**config.mk**
```make
export PLATFORM = sky130hd
export DESIGN_NAME = lech_ctrl
export DESIGN_NICKNAME = d
export VERILOG_FILES = /design/src/design/lech_pkg.sv /design/src/design/lech_ctrl.sv
export VERILOG_INCLUDE_DIRS = /design/src /design/src/design
export SDC_FILE = /design/constraint.sdc
export NUM_CORES = 1
export LEC_CHECK = 0
export BUFFER_PORTS_ARGS = -buffer_cell sky130_fd_sc_hd__buf_2
export CORE_MARGIN = 2
export CORE_UTILIZATION = 45
export DETAILED_ROUTE_END_ITERATION = 8
export PLACE_DENSITY_LB_ADDON = 0.15
export REMOVE_ABC_BUFFERS = 1
export SYNTH_ARGS = -nofsm -noshare
export SYNTH_HDL_FRONTEND = slang
export SYNTH_SLANG_ARGS = --single-unit
```
**constraint.sdc**
```tcl
create_clock -name clock -period 3.1 [get_ports clock]
set_input_delay 0.155 -clock clock [delete_from_list [all_inputs] [get_ports clock]]
set_output_delay 0.155 -clock clock [all_outputs]
set_load 0.005 [all_outputs]
```
**src/design/lech_map.svh**
```systemverilog
`ifndef LECH_MAP_SVH
`define LECH_MAP_SVH
`define LECH_ADDR_W 12
`define LECH_OFS_HOLD4 12'h48C
`define LECH_OFS_HOLD5 12'h48D
`define LECH_OFS_DEC_CTRL 12'h475
`define LECH_DEC_SRST_BIT 3
`define LECH_HOLD_RESET 3'h7
`define LECH_TERMINAL 8'hFF
`define LECH_BIT_UEK 2
`define LECH_BIT_NIT 1
`define LECH_BIT_BDE 0
`endif

```
**src/design/lech_pkg.sv**
```systemverilog
package lech_pkg;
   typedef struct packed {
      logic unexpected_control_char_error;
      logic invalid_symbol_error;
      logic running_disparity_error;
   } lech_err_t;
   typedef struct packed {
      logic [2:0] lane4_saturate_enable;
      logic [2:0] lane5_saturate_enable;
      logic decoder_soft_reset;
      logic [5:0][7:0] count;
      logic [1:0][2:0] saturated_flag;
      logic [7:0] rdata;
   } lech_state_t;
endpackage

```
**src/design/lech_ctrl.sv**
```systemverilog
`timescale 1ns/1ps
`include "lech_map.svh"
// Function
// - hold-enable set: counter stops at 0xFF until software clears it
// - hold-enable clear: counter wraps past 0xFF
// - bit2 unexpected control char, bit1 invalid symbol, bit0 disparity
// - lane 4 field bits [2:0], reset 0x7, bits [7:3] read zero
// - lane 5 independent field, same meaning, reset 0x7
// - per-counter flag set when counter reaches 0xFF
module lech_ctrl (
   input wire logic clock, // 200 MHz
   input wire logic reset_n, // async, active low
   input wire logic clk_en, // freezes all state when low
   input wire logic reg_wr, // register write strobe
   input wire logic reg_rd, // register read strobe
   input wire logic [11:0] reg_addr, // register address
   input wire logic [7:0] reg_wdata, // write data
   output logic [7:0] reg_rdata, // read data, one cycle after reg_rd
   input wire logic [1:0] lane_enable, // lane 5, lane 4 enables
   input wire lech_pkg::lech_err_t [1:0] lane_err, // per-lane error pulses
   input wire logic [1:0][2:0] count_clear, // software counter reset
   output logic [1:0][2:0][7:0] err_count, // counter values
   output logic [1:0][2:0] sat_flag, // terminal count reached
   output logic decoder_soft_reset // held decoder reset level
);
   lech_pkg::lech_state_t s_q, s_d;
   logic [1:0][2:0] hold;

   assign hold[0] = s_q.lane4_saturate_enable;
   assign hold[1] = s_q.lane5_saturate_enable;

   always_comb begin
      logic [2:0] ev;
      logic [7:0] c;
      ev = 3'h0;
      c = 8'h00;
      s_d = s_q;
      s_d.rdata = 8'h00;
      if (reg_wr && reg_addr == `LECH_OFS_DEC_CTRL) begin
         s_d.decoder_soft_reset = reg_wdata[`LECH_DEC_SRST_BIT];
      end
      // hold-field writes outside soft reset are dropped to keep counters consistent
      if (reg_wr && s_q.decoder_soft_reset) begin
         if (reg_addr == `LECH_OFS_HOLD4) begin
            s_d.lane4_saturate_enable = reg_wdata[2:0];
         end
         if (reg_addr == `LECH_OFS_HOLD5) begin
            s_d.lane5_saturate_enable = reg_wdata[2:0];
         end
      end
      if (reg_rd) begin
         case (reg_addr)
            `LECH_OFS_HOLD4: s_d.rdata = {5'h00, s_q.lane4_saturate_enable};
            `LECH_OFS_HOLD5: s_d.rdata = {5'h00, s_q.lane5_saturate_enable};
            `LECH_OFS_DEC_CTRL: s_d.rdata = {4'h0, s_q.decoder_soft_reset, 3'h0};
            default: s_d.rdata = 8'h00;
         endcase
      end
      for (int l = 0; l < 2; l++) begin
         ev = {lane_err[l].unexpected_control_char_error,
               lane_err[l].invalid_symbol_error,
               lane_err[l].running_disparity_error};
         for (int k = 0; k < 3; k++) begin
            c = s_q.count[l*3+k];
            if (ev[k] && lane_enable[l] && !s_q.decoder_soft_reset) begin
               if (c == `LECH_TERMINAL && hold[l][k]) begin
                  c = c;
               end else begin
                  c = c + 8'h01;
               end
            end
            if (c == `LECH_TERMINAL) begin
               s_d.saturated_flag[l][k] = 1'b1;
            end
            if (count_clear[l][k]) begin
               c = 8'h00;
               s_d.saturated_flag[l][k] = 1'b0;
            end
            s_d.count[l*3+k] = c;
         end
      end
   end

   always_ff @(posedge clock or negedge reset_n) begin
      if (!reset_n) begin
         s_q <= '{lane4_saturate_enable: `LECH_HOLD_RESET,
                  lane5_saturate_enable: `LECH_HOLD_RESET,
                  decoder_soft_reset: 1'b1, default: '0};
      end else if (clk_en) begin
         s_q <= s_d;
      end
   end

   always_comb begin
      for (int l = 0; l < 2; l++) begin
         for (int k = 0; k < 3; k++) begin
            err_count[l][k] = s_q.count[l*3+k];
         end
      end
   end
   assign sat_flag = s_q.saturated_flag;
   assign reg_rdata = s_q.rdata;
   assign decoder_soft_reset = s_q.decoder_soft_reset;

   a_hold_stays: assert property (@(posedge clock) disable iff (!reset_n)
      (clk_en && hold[0][0] && err_count[0][0] == 8'hFF && !count_clear[0][0])
      |=> err_count[0][0] == 8'hFF)
      else $error("held counter left terminal count");
   a_wrap_zero: assert property (@(posedge clock) disable iff (!reset_n)
      (clk_en && !hold[0][2] && err_count[0][2] == 8'hFF && lane_enable[0]
       && lane_err[0].unexpected_control_char_error && !count_clear[0][2]
       && !decoder_soft_reset) |=> err_count[0][2] == 8'h00)
      else $error("counter did not wrap");
   a_wr_blocked: assert property (@(posedge clock) disable iff (!reset_n)
      (clk_en && !decoder_soft_reset && !(reg_wr && reg_addr == `LECH_OFS_DEC_CTRL))
      |=> $stable(hold))
      else $error("hold field changed outside soft reset");
   a_flag_set: assert property (@(posedge clock) disable iff (!reset_n)
      (err_count[1][1] == 8'hFF) |-> sat_flag[1][1])
      else $error("flag missing at terminal count");
   a_count_inc: assert property (@(posedge clock) disable iff (!reset_n)
      (clk_en && lane_enable[1] && lane_err[1].invalid_symbol_error && !decoder_soft_reset
       && !count_clear[1][1] && err_count[1][1] < 8'hFE)
      |=> err_count[1][1] == $past(err_count[1][1]) + 8'h01)
      else $error("counter did not increment");
   a_read_hold: assert property (@(posedge clock) disable iff (!reset_n)
      (clk_en && reg_rd && reg_addr == `LECH_OFS_HOLD4)
      |=> reg_rdata == {5'h00, $past(hold[0])})
      else $error("lane 4 read mismatch");
   a_lane5_read: assert property (@(posedge clock) disable iff (!reset_n)
      (clk_en && reg_rd && reg_addr == `LECH_OFS_HOLD5)
      |=> reg_rdata[7:3] == 5'h00 && reg_rdata[2:0] == $past(hold[1]))
      else $error("lane 5 read mismatch");
   a_bit_order: assert property (@(posedge clock) disable iff (!reset_n)
      (clk_en && hold[1][2] && err_count[1][2] == 8'hFF && !count_clear[1][2])
      |=> err_count[1][2] == 8'hFF && sat_flag[1][2])
      else $error("bit 2 does not govern control-char counter");

   // register port checks
   a_hold4_write: assert property (@(posedge clock) disable iff (!reset_n)
      (clk_en && reg_wr && decoder_soft_reset && reg_addr == `LECH_OFS_HOLD4)
      |=> hold[0] == $past(reg_wdata[2:0]))
      else $error("lane 4 hold write lost");

   a_hold5_write: assert property (@(posedge clock) disable iff (!reset_n)
      (clk_en && reg_wr && decoder_soft_reset && reg_addr == `LECH_OFS_HOLD5)
      |=> hold[1] == $past(reg_wdata[2:0]))
      else $error("lane 5 hold write lost");

   a_srst_write: assert property (@(posedge clock) disable iff (!reset_n)
      (clk_en && reg_wr && reg_addr == `LECH_OFS_DEC_CTRL)
      |=> decoder_soft_reset == $past(reg_wdata[`LECH_DEC_SRST_BIT]))
      else $error("soft reset write lost");

   a_ctrl_read: assert property (@(posedge clock) disable iff (!reset_n)
      (clk_en && reg_rd && reg_addr == `LECH_OFS_DEC_CTRL)
      |=> reg_rdata == {4'h0, $past(decoder_soft_reset), 3'h0})
      else $error("control read mismatch");

   // unmapped and idle reads must not leak stale data
   a_unmapped_read: assert property (@(posedge clock) disable iff (!reset_n)
      (clk_en && reg_rd && reg_addr != `LECH_OFS_HOLD4 && reg_addr != `LECH_OFS_HOLD5
       && reg_addr != `LECH_OFS_DEC_CTRL) |=> reg_rdata == 8'h00)
      else $error("unmapped read not zero");

   a_rdata_idle: assert property (@(posedge clock) disable iff (!reset_n)
      (clk_en && !reg_rd) |=> reg_rdata == 8'h00)
      else $error("read data not zero when idle");

   // every counter of both lanes checked alike
   for (genvar gl = 0; gl < 2; gl++) begin : g_lane
      for (genvar gk = 0; gk < 3; gk++) begin : g_cnt
         logic [2:0] ev_v;
         logic ev_on;
         logic cnt_ev;
         assign ev_v = lane_err[gl];
         assign ev_on = ev_v[gk] && lane_enable[gl] && !decoder_soft_reset;
         assign cnt_ev = clk_en && ev_on && !count_clear[gl][gk];

         a_sat_hold: assert property (@(posedge clock) disable iff (!reset_n)
            (cnt_ev && hold[gl][gk] && err_count[gl][gk] == `LECH_TERMINAL)
            |=> err_count[gl][gk] == `LECH_TERMINAL)
            else $error("held counter moved off terminal count");

         a_roll_over: assert property (@(posedge clock) disable iff (!reset_n)
            (cnt_ev && !hold[gl][gk] && err_count[gl][gk] == `LECH_TERMINAL)
            |=> err_count[gl][gk] == 8'h00)
            else $error("free counter did not roll over");

         a_step_one: assert property (@(posedge clock) disable iff (!reset_n)
            (cnt_ev && err_count[gl][gk] != `LECH_TERMINAL)
            |=> err_count[gl][gk] == $past(err_count[gl][gk]) + 8'h01)
            else $error("counter did not step by one");

         // counting off in soft reset or with the lane disabled
         a_idle_stable: assert property (@(posedge clock) disable iff (!reset_n)
            (clk_en && !ev_on && !count_clear[gl][gk]) |=> $stable(err_count[gl][gk]))
            else $error("counter moved without an error");

         a_clear_wins: assert property (@(posedge clock) disable iff (!reset_n)
            (clk_en && count_clear[gl][gk])
            |=> err_count[gl][gk] == 8'h00 && !sat_flag[gl][gk])
            else $error("clear did not reset counter and flag");

         a_flag_hit: assert property (@(posedge clock) disable iff (!reset_n)
            (err_count[gl][gk] == `LECH_TERMINAL) |-> sat_flag[gl][gk])
            else $error("terminal flag missing");

         a_freeze_off: assert property (@(posedge clock) disable iff (!reset_n)
            (!clk_en) |=> $stable(err_count[gl][gk]) && $stable(sat_flag[gl][gk]))
            else $error("state moved while clock enable low");

      end
   end
endmodule

```
=== Yosys cells after proc, flatten, opt, wreduce, memory -nomap -nowiden ===
Index checks and enable logic that the tools add are counted.

* Logic and storage cells: 105
* Input port bits: 39
* Output and inout port bits: 63
* Flip-flop bits (word level): 69

* Reductions and logical operators: 36
* Multiplexer cells: 32
* Add/subtract/negate cells: 6
* Equal/unequal tests: 15

{| class="wikitable"
|+ Operators with widths
! kind !! number
|-
| 2-to-1 mux 8 bit || 18
|-
| equality test 8 bit, second input constant || 12
|-
| adder 8 x 1 -> 8 bit, second input constant || 6
|-
| equality test 12 x 11 -> 1 bit, second input constant || 3
|-
| logical AND 1 bit || 20
|-
| AND reduction 2 bit || 7
|-
| 2-to-1 mux 1 bit || 12
|-
| case mux 4 bit (3 select lines) || 1
|-
| nonzero test 2 bit || 6
|-
| AND reduction 3 bit || 2
|-
| 2-to-1 mux 4 bit || 1
|-
| logical NOT 1 bit || 1
|}

=== Logic depth before layout (Yosys ltp) ===
Gate-level depths: netlist of run 1.

* Depth after elaboration: 7
* Mapped depth: 7

=== Worst setup path before layout of run 1 ===
No wires, ideal clock.

* Kind: register to register
* From: register s_q, in the netlist err_count[33]
* To: register s_q, in the netlist sat_flag[4]
* Period minus slack after synthesis: 1,989 ps
* Library setup time: 95 ps
* Required time: 3,005 ps
* Cell stages (with the launch flop): 8
* Arrival: 1,894 ps
* Slack: 1,111 ps
* Cells stage by stage: dfrtp_1 ha_1 buf_2 and4_4 a31oi_1 nand3b_1 a221o_1 o31ai_1

* Word-level cells in the longest chain between the ends: 7
* Elaborated cells on any way between the ends: 8
* Classes of those cells: add/sub: 1; eq/ne: 2; mux: 2; reduce/logical: 3

{| class="wikitable"
|+ RTL lines
! what !! RTL line !! RTL
|-
| from (decl) || lech_ctrl.sv:26 || <nowiki>lech_pkg::lech_state_t s_q, s_d;</nowiki>
|-
| from (signal assigned) || lech_ctrl.sv:86 || <nowiki>s_q <= '{lane4_saturate_enable: `LECH_HOLD_RESET,</nowiki>
|-
| branches (longest 3 deep; another with adder 8 x 1 -> 8 bit) || n/a ||
|-
| 2-to-1 mux 8 bit * || lech_ctrl.sv:65 || <nowiki>if (ev[k] && lane_enable[l] && !s_q.decoder_soft_reset) begin</nowiki>
|-
| equality test 8 bit (no line) * || n/a ||
|-
| nonzero test 2 bit (no line) * || n/a ||
|-
| AND reduction 2 bit (no line) * || n/a ||
|}

Mark *: on every way between the ends.
A chain may end at the register's enable or synchronous reset.

=== Final worst setup path of run 1 ===
* From: register s_q, in the netlist err_count[32]
* To: register s_q, in the netlist sat_flag[4]

The elaborated chain is that of the path after synthesis.

==> impl_metrics.tcl, run 1 <==
set metrics [dict create \
    outcome "complete, no violations" \
    reg2regPathDepth 6 \
    post_cts_buffers 0 \
    synth_top_cell_by_area "dfrtp_1" \
    worstHoldPathType "input pin to register" \
    synthCells 498 \
    holdWs_ns 0.0413 \
    drtPass1Iterations 5 \
    dp_hpwl_mm 8.23 \
    critical_path_class "register to register" \
    ff2ff_setup_slack_ns 0.78 \
    nNetsFinal 619 \
    synth_xor_area_share_pct 0.394 \
    ys.flop_type "dfrtp_1" \
    yosys.area_share.adder_pct 1.69 \
    drive_gt1_share_pct 24.0 \
    r2r-start "err_count[32]" \
    finalCritPeriodShare_pct 74.8 \
    rows 36 \
    rsz0062_at_grt "no" \
    met2_length_mm 5.29 \
    synth_area_sq_um 4440 \
    die_h_microns 103 \
    powerDensity_nw_per_um2 385 \
    ys_top_cells_by_count "dfrtp_1 (58), nand2_1 (53), o2bb2ai_1 (30)" \
    synth_edf_count 0 \
    drtIter0Drc 174 \
    setup_viol 0 \
    finalSetupTns_ns 0 \
    post-synth-top-count-cell "dfrtp_1" \
    cts_tree "yes" \
    reg2reg_to "sat_flag[4]" \
    via_per_inst 5.97 \
    required_ns 3.35 \
    hp-start "reg_wdata[0]" \
    synthDistinctLibCells 72 \
    dieArea_sq_um 10700 \
    worst_slew_pin_slew_ns 0.985 \
    synth_compound_area_share_pct 25.4 \
    drtAntennaViolNets 0 \
    synth_area_leaders "dfrtp_1 (33%), o2bb2ai_1 (5.9%), mux2i_1 (5.2%)" \
    grt_max_degree 51 \
    antenna_cells 0 \
    yosysTopAreaCellShare_pct 32.7 \
    crit_fanout 11 \
    cts_max_level 3 \
    m1WireLength_mm 5.54 \
    syn_to_final_growth_pct 15.1 \
    finalHoldViolations 0 \
    gp_congestion 0.884 \
    slew_headroom_pct 34.4 \
    avgSynthCellArea_sq_um 8.92 \
    grt_pass1_wl_mm 19.0 \
    post_drt_wl_per_cell_microns 16.4 \
    die_x_microns 103 \
    cts_buffers 9 \
    wl_met3_microns 732 \
    arrival_ns 2.57 \
    finalCriticalPeriod_ns 2.32 \
    async_flop_share_pct 100 \
    post_cts_resized 0 \
    grt-ovfl-total 0 \
    muxShareOfSynthArea_pct 7.46 \
    synth_top_family_by_area "compound AO/OA/AOI/OAI gates" \
    p_leak_nw 2.23 \
    clockBufferDepth 2 \
    crit_path_end_kind "register" \
    vias 4248 \
    clk_pin_slew_ns 0.07 \
    core-area_sq_um 9680 \
    worstSetupStartpointType "register" \
    highest_layer "met4" \
    port_buffers 93 \
    peakVddDrop_mv 0.220 \
    yosys.area_share.simple_pct 22.6 \
    cp-endpoint "sat_flag[4]" \
    start_util_pct 45.9 \
    synth-seq-area-share_pct 36.8 \
    grt_pass1_vias 3810 \
    track_usage_pct 22.8 \
    finClkSkew_ns 0.00983 \
    clk_latency_ns 0.34 \
    ys_ff_latch 65 \
    antenna_found_initial 0 \
    crit_start "err_count[32]" \
    drc 0 \
    drt-total-wl_mm 11.7 \
    clock.fmax_mhz 431 \
    cts_root_buf "clkbuf_8" \
    maxCapViolCount 0 \
    pin_count 102 \
    synth_warnings 0 \
    clock-sinks 65 \
    cts_hold_buffers 1 \
    drv_slew 0 \
]
## report_power, final
group | internal, W | switching, W
sequential | 0.000894 | 0.0000923
clock | 0.000337 | 0.000319
combinational | 0.000149 | 0.000181
## per-stage QoR
stage	cell area [sq um]	util (%)	worst slack, ns	std cells	power [W]
floorplan	4270	-	1.11	464	0.00116
global placement	4930	51.0	0.897	695	0.00132
detailed placement	4930	51.0	0.854	695	0.00133
CTS	5110	52.8	0.823	712	0.00200
global route	5110	52.8	0.623	712	0.00209
finish	5110	52.8	0.781	712	0.00197
## how the worst min path moves through the flow
stage                          to  slack [ns]  cells past startpoint
6_report                  hold[3]        0.04                      3
5_1_grt        decoder_soft_reset        0.02                      2
2_1_floorplan        err_count[0]       -0.14                      0
3_3_place_gp        err_count[28]        0.38                      1
4_1_cts                   hold[3]        0.02                      3
3_5_place_dp        err_count[26]        0.37                      1
## layout make-up
type	instances	area, sq um
Fill cell	953	4570
Inverter	16	60.1
Tap cell	133	166
Multi-Input combinational cell	383	2570
Clock buffer	16	170
Timing Repair Buffer	99	513
Sequential cell	65	1640
## critical path, cell delays in order, from the launching register on
cell	delay, ns
dfrtp_1	0.48
ha_1	0.35
and4_4	0.25
a31oi_1	0.44
nand3b_1	0.13
a221o_1	0.37
o31ai_1	0.19
## cells in the final DEF (no fill, tap or decap), drive strengths merged, types with 3 or more instances in the layout
cell type | Yosys | routed
mux2i | 23 | 23
nand2 | 53 | 53
and3 | 9 | 9
a22oi | 7 | 7
o21bai | 3 | 3
mux2 | 9 | 9
or4 | 3 | 3
and3b | 5 | 5
o211ai | 9 | 9
nand3 | 23 | 23
nor2 | 28 | 28
ha | 6 | 6
nor2b | 5 | 5
a31o | 7 | 7
and4b | 3 | 3
o21ai | 21 | 21
conb | 1 | 4
a21oi | 27 | 27
nand3b | 6 | 6
dfrtp | 58 | 58
a211oi | 4 | 4
o2bb2ai | 30 | 30
nor4 | 7 | 7
clkbuf | 16 | 16
nand4 | 12 | 12
buf | 21 | 98
o31a | 4 | 4
and4 | 5 | 5
inv | 16 | 15
nand2b | 7 | 7
dfstp | 7 | 7
nor3 | 9 | 9
a31oi | 10 | 10
o31ai | 8 | 8
## registers in the layout, summed over array words and instances (netlist names)
name                count
decoder_soft_reset      1
err_count              48
hold                    6
sat_flag                6
reg_rdata               4
## logic make-up (layout without fill, tap and decap cells)
group / after synthesis / in the layout
mux: 32 / 32
compound gates: 153 / 153
other cells: 1 / 4
simple gates: 186 / 186
fa+ha+maj: 6 / 6
flops: 65 / 65
buf+inv: 53 / 131
xor+xnor: 2 / 2
## layer usage
| layer | GRT usage [%] | vias up |
|---|---|---|
| met4 | 6.78 | 0 |
| met3 | 4.91 | 9 |
| met2 | 34.7 | 161 |
| li1 | - | 2055 |
| met5 | 0 | - |
| met1 | 32.5 | 2023 |
Power figures use the tool's default switching activity.
==> inputs of run 2 (changes only) <==
==> constraint.sdc (replaced) <==
create_clock -name clock -period 2.4 [get_ports clock]
set_input_delay 0.12 -clock clock [delete_from_list [all_inputs] [get_ports clock]]
set_output_delay 0.12 -clock clock [all_outputs]
set_load 0.005 [all_outputs]
==> impl_metrics.tcl, run 2 (synthesized netlist as in run 1, its figures left out) <==
set metrics [dict create \
    grt_pass1_vias 3871 \
    drtIter0Drc 197 \
    rsz0062_at_grt "no" \
    antenna_found_initial 0 \
    die_x_microns 103 \
    nNetsFinal 624 \
    maxCapViolCount 0 \
    antenna_cells 0 \
    crit_fanout 8 \
    port_buffers 93 \
    post_drt_wl_per_cell_microns 16.0 \
    fin_area_sq_um 5170 \
    pin_count 102 \
    worstHoldPathType "input pin to register" \
    placed_cells 699 \
    clk_pin_slew_ns 0.07 \
    track_usage_pct 22.0 \
    finalCritPeriodShare_pct 91.4 \
    cts_max_level 3 \
    dieArea_sq_um 10700 \
    clock.fmax_mhz 456 \
    cts_buffers 9 \
    layout_commonest_cell "buf_2" \
    clock-sinks 65 \
    die_h_microns 103 \
    dp_slack_ns 0.250 \
    post_cts_buffers 0 \
    cp.buffers_inverters 0 \
    largest_register_ff_count 48 \
    path_delay_family "compound AO/OA/AOI/OAI gates" \
    crit_path_end_kind "register" \
    dp_hpwl_mm 8.24 \
    cts_tree "yes" \
    clk_latency_ns 0.34 \
    slowest_delay_ns 0.51 \
    finalSetupTns_ns 0 \
    via_per_inst 5.91 \
    rows 36 \
    final_cells 717 \
    cts_root_buf "clkbuf_8" \
    finalHoldViolations 0 \
    critical_path_class "register to register" \
    finClkSkew_ns 0.0134 \
    setup_ws_ns 0.206 \
    drc 0 \
    core-area_sq_um 9680 \
    arrival_ns 2.42 \
    gp_congestion 0.894 \
    worstSetupStartpointType "register" \
    finalCriticalPeriod_ns 2.19 \
    setup_viol 0 \
    outcome "complete, no violations" \
    drv_slew 0 \
    start_util_pct 45.9 \
    peakVddDrop_mv 0.266 \
    slew_headroom_pct 61.3 \
    drt-total-wl_mm 11.4 \
    post_dp_cell_area_sq_um 4980 \
    mostFrequentLayoutCells "buf_2 (93), dfrtp_1 (58), nand2_1 (53), o2bb2ai_1 (30), nor2_1 (28)" \
    powerDensity_nw_per_um2 492 \
    cp_slowest_cell "o31ai_1" \
    p_leak_nw 2.26 \
    grt_pass1_wl_mm 18.6 \
    grt_max_degree 66 \
    syn_to_final_growth_pct 16.3 \
    cp_cell_sequence "ha_1 > nand3_1 > o31ai_1 > nor3b_1 > o211a_1 > a32o_1" \
    vias 4237 \
    drive_gt1_share_pct 24.5 \
    grt-ovfl-total 0 \
    drtAntennaViolNets 0 \
    required_ns 2.63 \
    clockBufferDepth 2 \
    worst_slew_pin_slew_ns 0.575 \
    drtPass1Iterations 5 \
]
==> run 2: final timing paths <==
path,from,slack (ns),to,cells after the start
worst max-delay path,err_count[24],0.21,sat_flag[3],6
max in group asynchronous,reset_n,1.72,hold[1],3
worst min register to register,sat_flag[0],0.48,sat_flag[0],2
worst min-delay path,reg_wdata[2],0.02,hold[2],2
worst max register to register,err_count[24],0.21,sat_flag[3],6
min in group asynchronous,reset_n,0.29,err_count[27],3
==> run 2: timing repair <==
| action | CTS | global route |
|---|---|---|
| endpoints found under the hold margin | 59 | 0 |
| resized for setup | 0 | 0 |
| setup endpoints to repair | 0 | 0 |
| hold buffers | 2 | 0 |
==> run 2: cell type report <==
type | count | area, sq um
Fill cell | 905 | 4520
Multi-Input combinational cell | 383 | 2570
Sequential cell | 65 | 1640
Timing Repair Buffer | 104 | 566
Clock buffer | 16 | 170
Tap cell | 133 | 166
Inverter | 16 | 60.1
==> run 2: metal layers <==
metal	track usage, %	vias up	wire length (microns)
li1	-	2063	-
met4	5.16	0	150
met3	5.04	13	721
met1	31.3	1998	5450
met2	34.2	163	5120
met5	0	-	0
==> run 2: where the power goes <==
group / switching, W / internal [W] / total [W]
clock network: 0.000395 / 0.000435 / 0.000829
registers: 0.000109 / 0.00116 / 0.00126
logic: 0.000243 / 0.000203 / 0.000446
==> run 2: stage by stage <==
stage	util (%)	total power (W)	hold slack (ns)
floorplan	-	0.00150	-0.176
global placement	51.4	0.00171	0.169
detailed placement	51.4	0.00173	0.168
CTS	53.4	0.00257	0.00967
global route	53.4	0.00270	0.0182
finish	53.4	0.00254	0.0234
==> inputs of run 3 (changes only) <==
--- a/config.mk
+++ b/config.mk
@@ -7,6 +7,7 @@
 export NUM_CORES = 1
 export LEC_CHECK = 0
 export BUFFER_PORTS_ARGS = -buffer_cell sky130_fd_sc_hd__buf_2
+export CORE_ASPECT_RATIO = 0.7
 export CORE_MARGIN = 2
 export CORE_UTILIZATION = 45
 export DETAILED_ROUTE_END_ITERATION = 8
==> impl_metrics.tcl, run 3 (synthesized netlist as in run 1, its figures left out) <==
set metrics [dict create \
    post_cts_buffers 0 \
    outcome "complete, no violations" \
    drv_slew 0 \
    finalCriticalPeriod_ns 2.14 \
    worstHoldPathType "input pin to register" \
    cts_tree "yes" \
    layout_commonest_cell "buf_2" \
    finClkSkew_ns 0.00666 \
    crit_fanout 9 \
    gp_congestion 0.885 \
    cts_root_buf "clkbuf_16" \
    rsz0062_at_grt "no" \
    drtPass1Iterations 5 \
    antenna_cells 0 \
    rows 30 \
    maxCapViolCount 0 \
    drtIter0Drc 323 \
    required_ns 2.64 \
    worst_slew_pin_slew_ns 0.622 \
    finalHoldViolations 0 \
    mostFrequentLayoutCells "buf_2 (93), dfrtp_1 (58), nand2_1 (53), o2bb2ai_1 (30), nor2_1 (28)" \
    post_drt_wl_per_cell_microns 16.6 \
    clk_pin_slew_ns 0.05 \
    slew_headroom_pct 58.1 \
    drtAntennaViolNets 0 \
    peakVddDrop_mv 0.371 \
    core-area_sq_um 9650 \
    clk_latency_ns 0.33 \
    nFillCells 918 \
    drive_gt1_share_pct 25.3 \
    nNetsFinal 626 \
    finalCritPeriodShare_pct 89.0 \
    grt_pass1_wl_mm 19.7 \
    die_x_microns 123 \
    vias 4301 \
    track_usage_pct 23.6 \
    worstSetupStartpointType "register" \
    die_h_microns 87.1 \
    critical_path_class "register to register" \
    clock.fmax_mhz 468 \
    pin_count 102 \
    power_w 0.00302 \
    dp_hpwl_mm 8.69 \
    cts_max_level 3 \
    powerDensity_nw_per_um2 570 \
    p_leak_nw 2.33 \
    via_per_inst 6.02 \
    clockBufferDepth 2 \
    largest_register_ff_count 48 \
    dieArea_sq_um 10700 \
    start_util_pct 46.1 \
    port_buffers 93 \
    grt_max_degree 58 \
    grt-ovfl-total 0 \
    arrival_ns 2.37 \
    syn_to_final_growth_pct 19.1 \
    antenna_found_initial 0 \
    drt-total-wl_mm 11.9 \
    setup_ws_ns 0.265 \
    clock-sinks 65 \
    setup_viol 0 \
    finalSetupTns_ns 0 \
    cts_buffers 9 \
    crit_path_end_kind "register" \
    grt_pass1_vias 3902 \
    dp_slack_ns 0.307 \
    drc 0 \
    fin_util_pct 54.9 \
]
run 3: cell count changes in the layout (fill, tap and decap cells not counted), sizes merged:
cell / delta
clkbuf: -3
buf: +3
bufinv: +1
dlygate4sd3: -1
clkinv: +2
run 3: power by group:
group	switching [W]	total (W)	internal [W]	leakage [nW]
logic	0.000251	0.000460	0.000208	1.32
clock network	0.000463	0.00129	0.000829	0.144
registers	0.000107	0.00126	0.00116	0.871
total	0.000822	0.00302	0.00219	2.33
run 3: stage by stage:
step | instances | cell area (sq um) | hold slack, ns
global route | 714 | 5290 | 0.0109
finish | 714 | 5290 | 0.0129
detailed placement | 697 | 4990 | -0.00965
global placement | 697 | 4990 | -0.00249
CTS | 714 | 5290 | 0.000123
floorplan | 464 | 4270 | -0.176
run 3: worst paths after layout:
check / startpoint / end / slack (ns) / cells after the start
setup reg to reg: err_count[33] / sat_flag[4] / 0.26 / 6
setup / recovery: err_count[33] / sat_flag[4] / 0.26 / 6
max in group asynchronous: reset_n / hold[1] / 1.59 / 3
min in group asynchronous: reset_n / err_count[24] / 0.18 / 2
hold / removal: reg_wdata[0] / hold[3] / 0.01 / 3
hold reg to reg: sat_flag[0] / sat_flag[0] / 0.48 / 2
run 3: final cells by class:
cell class / count / area, sq um / share of cell area (%)
inverter: 16 / 60.1 / 1.13
sequential: 65 / 1640 / 30.9
clock buffer: 13 / 250 / 4.73
clock inverter: 3 / 40.0 / 0.756
multi-input combinational: 383 / 2570 / 48.5
tap: 128 / 160 / 3.03
timing repair buffer: 106 / 578 / 10.9
run 3: repair_timing:
item,4_1_cts,5_1_grt
endpoints found under the setup margin,0,0
resized for setup,0,0
hold buffers,1,0
endpoints found under the hold margin,58,0
run 3: worst max-delay path, stage by stage (launching register included):
cell and delay, ns:
dfrtp_1 0.49, ha_1 0.39, and4_4 0.30, a31o_2 0.26
nand3_1 0.10, a221o_1 0.32, o31ai_1 0.19
run 3: layer usage:
layer / global-route usage (%) / share of wire, %
met4: 9.61 / 1.7
met5: 0 / 0
met2: 34.9 / 44
met1: 33.6 / 48
met3: 4.91 / 6.9
